<file path="src/shared/dacsw_pkg.sv">
// Purpose: Constants for the serial write port of a 12-bit converter
// Assumes: Serial pins sampled by clk_i at 100 MHz
// Notes: Word is 2 ignored bits, 2 mode bits, 12 data bits, MSB first
// Behaviour
// - Incoming bits go into a sixteen-bit shift register filled before any action.
// - Data is sampled on each falling serial clock edge.
// - Frame sync is active low; shifting is enabled only while low.
// - After the sixteenth falling edge, load converter code and mode.
// - Frame sync rising before sixteen edges aborts; nothing changes.
// - Converter code is twelve-bit straight binary, 000 to FFF.
// - Word is MSB first: two ignored bits, two mode bits, twelve data.
// - Mode 00 normal, 01 1k down, 10 100k down, 11 high-impedance down.
// - Reset clears converter code to zero until first complete frame.
// - Power-down frames still load the converter code from the twelve data bits.
package dacsw_pkg;
    localparam int unsigned WORD_BITS = 16;
    localparam int unsigned CODE_BITS = 12;
    localparam int unsigned MODE_HI_POS = 13;
    localparam int unsigned MODE_LO_POS = 12;
    localparam logic [11:0] CODE_RESET = 12'h000;
    localparam logic [1:0] MODE_NORMAL = 2'h0;
    localparam logic [1:0] MODE_PD_1K = 2'h1;
    localparam logic [1:0] MODE_PD_100K = 2'h2;
    localparam logic [1:0] MODE_PD_HIZ = 2'h3;
    localparam logic [4:0] BIT_COUNT_FULL = 5'h10;
    localparam logic [1:0] PIN_IDLE_RESET = 2'h3;
endpackage

</file>
<file path="src/core/dacsw_port.sv">
// Purpose: Serial write port, converter code and mode registers
// Assumes: Serial clock slower than a quarter of clk_i
// Notes: Pins pass two flip-flops before use; outputs are registered
`timescale 1ns/10ps
module dacsw_port (
    input wire logic clk_i,
    input wire logic reset_i,
    input wire logic sync_n_i,
    input wire logic sclk_i,
    input wire logic din_i,
    output logic [11:0] dac_code_o,
    output logic [1:0] op_mode_o,
    output logic power_down_o,
    output logic update_o
);
    // ------------------------------------------------
    // State
    // ------------------------------------------------
    typedef enum logic [2:0] {
        DACSW_IDLE = 3'b001,
        DACSW_SHIFT = 3'b010,
        DACSW_DONE = 3'b100
    } dacsw_state_e;

    typedef struct packed {
        logic [1:0] sync_m;
        logic [1:0] sclk_m;
        logic [1:0] din_m;
        logic sclk_prev;
        dacsw_state_e st;
        logic [15:0] shreg;
        logic [4:0] cnt;
        logic [11:0] code;
        logic [1:0] mode;
        logic pd;
        logic upd;
    } dacsw_s;

    // ------------------------------------------------
    // Helpers
    // ------------------------------------------------
    // Bit counter step
    function automatic logic [4:0] dacsw_inc(input logic [4:0] cnt);
        return cnt + 5'h01;
    endfunction

    // Twelve data bits of a received word
    function automatic logic [11:0] dacsw_code_of(input logic [15:0] word);
        return word[dacsw_pkg::CODE_BITS-1:0];
    endfunction

    // Two mode bits of a received word
    function automatic logic [1:0] dacsw_mode_of(input logic [15:0] word);
        return word[dacsw_pkg::MODE_HI_POS:dacsw_pkg::MODE_LO_POS];
    endfunction

    // Any mode but normal powers the output stage down
    function automatic logic dacsw_is_pd(input logic [1:0] mode);
        return mode != dacsw_pkg::MODE_NORMAL;
    endfunction

    dacsw_s s_q;
    dacsw_s s_d;
    logic sync_n;
    logic sclk_fall;
    logic [15:0] word_in;
    logic [4:0] cnt_inc;

    assign sync_n = s_q.sync_m[1];
    assign sclk_fall = s_q.sclk_prev & ~s_q.sclk_m[1];
    // Word as it stands once the current data bit is shifted in
    assign word_in = {s_q.shreg[dacsw_pkg::WORD_BITS-2:0], s_q.din_m[1]};
    assign cnt_inc = dacsw_inc(s_q.cnt);

    // ------------------------------------------------
    // Next state
    // ------------------------------------------------
    always_comb begin
        s_d = s_q;
        s_d.sync_m = {s_q.sync_m[0], sync_n_i};
        s_d.sclk_m = {s_q.sclk_m[0], sclk_i};
        s_d.din_m = {s_q.din_m[0], din_i};
        s_d.sclk_prev = s_q.sclk_m[1];
        s_d.upd = 1'b0;
        unique case (s_q.st)
            DACSW_IDLE: begin
                s_d.cnt = 5'h00;
                if (!sync_n) begin
                    s_d.st = DACSW_SHIFT;
                end
            end
            DACSW_SHIFT: begin
                if (sync_n) begin
                    s_d.st = DACSW_IDLE;
                    s_d.shreg = 16'h0000;
                    s_d.cnt = 5'h00;
                end else if (sclk_fall) begin
                    s_d.shreg = word_in;
                    s_d.cnt = cnt_inc;
                    if (cnt_inc == dacsw_pkg::BIT_COUNT_FULL) begin
                        s_d.code = dacsw_code_of(word_in);
                        s_d.mode = dacsw_mode_of(word_in);
                        s_d.pd = dacsw_is_pd(dacsw_mode_of(word_in));
                        s_d.upd = 1'b1;
                        s_d.st = DACSW_DONE;
                    end
                end
            end
            DACSW_DONE: begin
                if (sync_n) begin
                    s_d.st = DACSW_IDLE;
                end
            end
            default: s_d.st = DACSW_IDLE;
        endcase
    end

    always_ff @(posedge clk_i) begin
        if (reset_i) begin
            // Sync and clock pin stages start at the idle-high level, so no false edge follows reset
            s_q <= '{sync_m: dacsw_pkg::PIN_IDLE_RESET,
                     sclk_m: dacsw_pkg::PIN_IDLE_RESET,
                     din_m: 2'h0,
                     sclk_prev: 1'b1,
                     st: DACSW_IDLE,
                     shreg: 16'h0000,
                     cnt: 5'h00,
                     code: dacsw_pkg::CODE_RESET,
                     mode: dacsw_pkg::MODE_NORMAL,
                     pd: 1'b0,
                     upd: 1'b0};
        end else begin
            s_q <= s_d;
        end
    end

    assign dac_code_o = s_q.code;
    assign op_mode_o = s_q.mode;
    assign power_down_o = s_q.pd;
    assign update_o = s_q.upd;

    // ------------------------------------------------
    // Checks
    // ------------------------------------------------
    property p_abort_keeps;
        @(posedge clk_i) disable iff (reset_i)
        (s_q.st == DACSW_SHIFT && sync_n) |=> $stable(dac_code_o) && $stable(op_mode_o);
    endproperty
    a_abort_keeps: assert property (p_abort_keeps) else $error("abort changed output");

    property p_update_count;
        @(posedge clk_i) disable iff (reset_i)
        update_o |-> $past(s_q.cnt) == 5'h0F;
    endproperty
    a_update_count: assert property (p_update_count) else $error("update not at 16th");

    property p_no_change_without_update;
        @(posedge clk_i) disable iff (reset_i)
        !update_o |-> $stable(dac_code_o);
    endproperty
    a_no_change_without_update: assert property (p_no_change_without_update)
        else $error("code changed without update");

    property p_done_ignores;
        @(posedge clk_i) disable iff (reset_i)
        (s_q.st == DACSW_DONE) |=> !update_o;
    endproperty
    a_done_ignores: assert property (p_done_ignores) else $error("extra update");

    property p_pd_matches;
        @(posedge clk_i) disable iff (reset_i)
        power_down_o == (op_mode_o != dacsw_pkg::MODE_NORMAL);
    endproperty
    a_pd_matches: assert property (p_pd_matches) else $error("power down flag wrong");

    property p_shift_only_low;
        @(posedge clk_i) disable iff (reset_i)
        (s_q.st == DACSW_IDLE) |=> s_q.cnt == 5'h00;
    endproperty
    a_shift_only_low: assert property (p_shift_only_low) else $error("count in idle");

    property p_shift_on_fall;
        @(posedge clk_i) disable iff (reset_i)
        (s_q.st == DACSW_SHIFT && !sync_n && !sclk_fall) |=> $stable(s_q.cnt);
    endproperty
    a_shift_on_fall: assert property (p_shift_on_fall) else $error("shift without edge");

    property p_update_data;
        @(posedge clk_i) disable iff (reset_i)
        update_o |-> dac_code_o == {$past(s_q.shreg[10:0]), $past(s_q.din_m[1])};
    endproperty
    a_update_data: assert property (p_update_data) else $error("wrong code loaded");

    property p_reset_zero;
        @(posedge clk_i) $past(reset_i) && !reset_i |-> dac_code_o == 12'h000;
    endproperty
    a_reset_zero: assert property (p_reset_zero) else $error("code not zero at reset");

    property p_abort_clears;
        @(posedge clk_i) disable iff (reset_i)
        (s_q.st == DACSW_SHIFT && sync_n) |=> s_q.st == DACSW_IDLE && s_q.cnt == 5'h00
            && s_q.shreg == 16'h0000;
    endproperty
    a_abort_clears: assert property (p_abort_clears) else $error("abort left state");

    property p_start_low;
        @(posedge clk_i) disable iff (reset_i)
        (s_q.st == DACSW_IDLE && !sync_n) |=> s_q.st == DACSW_SHIFT;
    endproperty
    a_start_low: assert property (p_start_low) else $error("no start on low sync");

    property p_done_holds;
        @(posedge clk_i) disable iff (reset_i)
        (s_q.st == DACSW_DONE && !sync_n) |=> s_q.st == DACSW_DONE && $stable(s_q.cnt);
    endproperty
    a_done_holds: assert property (p_done_holds) else $error("done left early");

    property p_upd_last;
        @(posedge clk_i) disable iff (reset_i)
        (s_q.st == DACSW_SHIFT && !sync_n && sclk_fall && s_q.cnt == 5'h0F) |=> update_o;
    endproperty
    a_upd_last: assert property (p_upd_last) else $error("no update at 16th");

    property p_upd_pulse;
        @(posedge clk_i) disable iff (reset_i)
        update_o |=> !update_o;
    endproperty
    a_upd_pulse: assert property (p_upd_pulse) else $error("update too long");

    property p_mode_hold;
        @(posedge clk_i) disable iff (reset_i)
        !update_o |-> $stable(op_mode_o);
    endproperty
    a_mode_hold: assert property (p_mode_hold) else $error("mode changed alone");

    property p_pd_code;
        @(posedge clk_i) disable iff (reset_i)
        (update_o && power_down_o) |-> dac_code_o == dacsw_code_of($past(word_in));
    endproperty
    a_pd_code: assert property (p_pd_code) else $error("power down lost code");
endmodule

</file>
<file path="config.mk">
export PLATFORM = sky130hd
export DESIGN_NAME = dacsw_port
export DESIGN_NICKNAME = d
export VERILOG_FILES = /design/src/shared/dacsw_pkg.sv /design/src/core/dacsw_port.sv
export SDC_FILE = /design/constraint.sdc
export NUM_CORES = 1
export LEC_CHECK = 0
export BUFFER_PORTS_ARGS = -buffer_cell sky130_fd_sc_hd__buf_2
export CORE_UTILIZATION = 64
export CTS_BUF_LIST = sky130_fd_sc_hd__clkbuf_8
export CTS_CLUSTER_SIZE = 10
export DETAILED_ROUTE_END_ITERATION = 16
export PLACE_DENSITY = 0.85
export SLEW_MARGIN = 20
export SYNTH_ARGS = -nofsm -noshare
export SYNTH_HDL_FRONTEND = slang
export SYNTH_SLANG_ARGS = --single-unit
</file>
<file path="constraint.sdc">
create_clock -name clk_i -period 4.5 [get_ports clk_i]
set_input_delay 0.225 -clock clk_i [delete_from_list [all_inputs] [get_ports clk_i]]
set_output_delay 0.225 -clock clk_i [all_outputs]
set_load 0.1 [all_outputs]
</file>
* Word-level counts from Yosys, hierarchy flattened
Cells that the tools add are included. W data, S select, Z words.
Cells by class: add/subtract/negate cells 1, eq/ne operators 8, multiplexer cells 8, bitwise logic cells 5, reduce and logical (&&, ||, !) cells 8
Operator list (count):
- $mux W40 | 1
- $mux W24 | 1
- $mux W16 | 1
- $pmux W5 S2 | 1
- $mux W3 | 3
- $pmux W3 S3 | 1
- $reduce_and A4 Y1 | 2
- $ne A3 B3 Y1 const B | 2
- $reduce_bool A2 Y1 | 3
- $add A5 B1 Y5 const B | 1
- $eq A5 B5 Y1 const B | 1
- $ne A2 B2 Y1 const B | 2
- $not A1 Y1 | 4
- $reduce_and A2 Y1 | 2
- $reduce_or A4 Y1 | 1
- $eq A3 B1 Y1 const B | 1
- $eq A3 B2 Y1 const B | 1
- $eq A3 B3 Y1 const B | 1
- $and A1 B1 Y1 | 1
Word-level totals: flip-flop bits (word level) 46, bits of input ports 5, output and inout port bits 16, logic and storage cells 41

* Depth between registers and ports, before layout
word-level depth 6, gate-level depth with buffers 6, depth with buffers taken out 5

* Worst setup path before layout
OpenSTA, ideal clock, no wires.
path kind flip-flop to flip-flop, start register s_q[16] (netlist name), end register s_q (netlist bit dac_code_o[10]), setup time 71 ps, data arrival time 1358 ps, required time 4429 ps, setup slack 3071 ps, stages on the path, launching flop included 7, buffers on the path 2, period minus slack after synthesis 1429 ps, cells stage by stage dfxtp_1 ha_1 and3_1 clkbuf_1 buf_2 nand4_1 a21oi_1
Between the ends: word-level cells in the longest chain between the ends 3
RTL lines:
- start, declared | RTL line dacsw_port.sv:62 | dacsw_s s_q;
- start signal, assigned | RTL line dacsw_port.sv:121 | s_q <= '{sync_m: dacsw_pkg::PIN_IDLE_RESET,
- $add A5 B1 Y5 | RTL line dacsw_port.sv:44 | return cnt + 5'h01;
- $eq A5 B5 Y1 | RTL line dacsw_port.sv:100 | if (cnt_inc == dacsw_pkg::BIT_COUNT_FULL) begin
- $reduce_and A4 Y1 (no source line)
No other way between the ends. A chain may end at the register's enable or synchronous reset.

* Final worst setup path
start register s_q[37] (netlist name), end register s_q[19] (netlist name)
Between the ends: word-level cells in the longest chain between the ends 3, elaborated cells on any way between the ends 6, those cells by class eq/ne: 3; mux: 1; reduce/logical: 2
RTL lines:
- $eq A3 B2 Y1 / $eq A3 B1 Y1 (equally long branches) | RTL line dacsw_port.sv:85 | unique case (s_q.st)
- $ne A3 B3 Y1 (no source line) / $reduce_bool A2 Y1 (equally long branches)
- $reduce_and A2 Y1 (no source line)
Parallel ways exist; a longest one is shown, timed or not.

==> run metrics <==
status finished clean; syn avg cell area 9.16 um^2; synth warn 0; antenna cell count 0; CTS max path bufs 2; via count of the first global-routing pass 1316; Crit-path slowest cell nor4b_4; Clk pin slew, worst setup/hold paths roughly 0.07 ns; Total GRT Usage 24.6%; Final Hold Fails 0; pwr/cell area between 300 and 400 nW/um^2; maximum number of pins on one net before global-route repair 45; most frequent cells in the layout 44 x dfxtp_1, 21 x nor2_1, 20 x buf_2; H-tree lvl count 2; Critical Path Sink Type register; post-cts gate resize count 0; Port Buf Inserts 20; clock sinks 44; WHS Path Cells 2; # rows 19; Post-Synthesis Cells about 200; Synth Register Bits 44; minimum clock period 2.21 ns; Layout area overhead 4.42%; DRT antenna net count 0; Placer Congestion 0.812; Max-slew headroom 48.3%; post-synth top area share a little under half; instance count on the critical path 4; initial DRC count 87; Via-to-Cell Ratio 6.33; top cells by area, synth dfxtp_1 48%, buf_4 6.9%, o31ai_1 5.7%; cell count of the worst reg-to-reg path 4; Post-layout nets 206; area of the mapped netlist 1840 um^2; drt first pass iters 4; CP delay by family, top simple AND/OR/NAND/NOR gates; Die X 55.6 um; P_leak 0.680 nW; Final Skew 0.0101 ns; Max-Cap Viols 0; crit start category register; crit path max fanout 20; crit-path cells nor4b_4 -> and2_1 -> o21ai_0 -> a21oi_1; # setup viols final 0; WP data required between 4 and 5 ns; worst path bufs/invs 0; data arrival time of the worst path between 2 and 2.5 ns; post-CTS setup buffer count 0; Via Count 1469; most common cell after layout, fill and taps aside dfxtp_1; Hold Crit Class in -> reg; synth unique cells 32; RSZ-0062 raised after global routing no; top cell type by total area after synthesis dfxtp_1; I/O pins 21; Max Freq approximately 0.45 GHz; total CTS buffers 5; total gr overflow 0; Initial Utilization 67.4%; Fin Setup TNS 0 ns; DR DRC count 0; antenna violations before repair 0; Worst-Margin Slew 0.772 ns; first-pass GRT wire length around 5900 um; Max VDD drop 0.423 mV; DP Wirelength 2380 um; die area 3100 um^2; worst stage delay on the critical path 0.73 ns; Root Driver clkbuf_8; layout cells sized above 1 18.4%; Design Power 0.000699 W; CTS tree done; core area 2730 um^2; sequential fraction of the synthesis area between 40% and 50%; routed len/inst roughly 15 um; Slew Limit Fails 0; clk_lat worst skew about 0.30 ns; Die Ht 55.6 um; Synthesized Nets 207; Crit Path Category reg -> reg; drt total wl about 3500 um; final worst path period share 49.2%; hold_buf cts 0
## worst register-to-register path, delay by kind of cell (launching register included)
family           cells  cell delay, ns
flip-flops           1            0.36
AND/OR/NAND/NOR      2            1.38
AO/OA/AOI/OAI        2            0.39
## power by group
group / total [W] / internal, W / switching, W
clock: 0.000292 / 0.000162 / 0.000129
sequential: 0.000394 / 0.000392 / 0.00000212
combinational: 0.0000127 / 0.00000426 / 0.00000848
total: 0.000699 / 0.000559 / 0.000140
## cells by family (layout without fill, tap and decap cells)
logic type | Yosys count | count (layout) | synth area share [%]
AOI/OAI and AO/OA | 54 | 54 | 19.6
xor gates and xnor gates | 1 | 1 | 0.476
buffers and inverters | 30 | 30 | 9.78
adders and majority gates | 1 | 1 | 0.679
DFF | 44 | 44 | 47.8
and+or+nand+nor | 69 | 69 | 20.4
muxes | 2 | 2 | 1.15
## state kept, by name (all words and copies together), names as in the netlist
register / count
update_o: 1
power_down_o: 1
s_d: 4
op_mode_o: 2
dac_code_o: 12
s_q: 24
## area by class of cell
type / instances / area, um^2
clock buffer: 5 / 68.8
timing repair buffer: 21 / 108
clock inverter: 3 / 38.8
fill: 208 / 811
sequential: 44 / 881
inverter: 1 / 3.75
tap: 31 / 38.8
multi-input combinational: 127 / 785
## Yosys cell counts (all sizes together)
library cell and n:
a2111oi 1, a211oi 2, a21oi 16, a22oi 13
a31oi 3, a32oi 1, and2 2, and3 1
buf 20, clkbuf 9, dfxtp 44, ha 1
inv 1, mux2 1, mux2i 1, nand2 5
nand2b 4, nand3 8, nand3b 2, nand4 14
nor2 21, nor2b 4, nor3 1, nor4b 1
o211ai 1, o21ai 3, o31ai 14, or2 5
or4 1, xnor2 1
## layer usage
metal | vias up | track usage (%) | routed length, um
li1 | 715 | - | -
met1 | 668 | 31.8 | 1520
met2 | 73 | 37.2 | 1560
met3 | 13 | 8.14 | 339
met4 | 0 | 11.4 | 82
met5 | - | 0 | 0
## per-stage QoR
stage	area, um^2	util, %	hold WS, ns	setup slack (ns)	cells
CTS	1920	70.2	0.106	2.32	232
detailed placement	1810	66.3	0.393	2.34	224
floorplan	1840	-	0.329	3.07	201
global route	1920	70.3	0.104	2.10	232
global placement	1800	66.0	0.391	2.47	223
finish	1920	70.3	0.108	2.29	232
## final timing paths
check / start / to / slack, ns
hold / removal: sclk_i / s_d[44] / 0.11
setup / recovery: s_q[37] / s_q[19] / 2.29
hold reg to reg: s_d[46] / s_q[46] / 0.41
setup reg to reg: s_q[37] / s_q[19] / 2.29
Power figures use the tool's default switching activity.
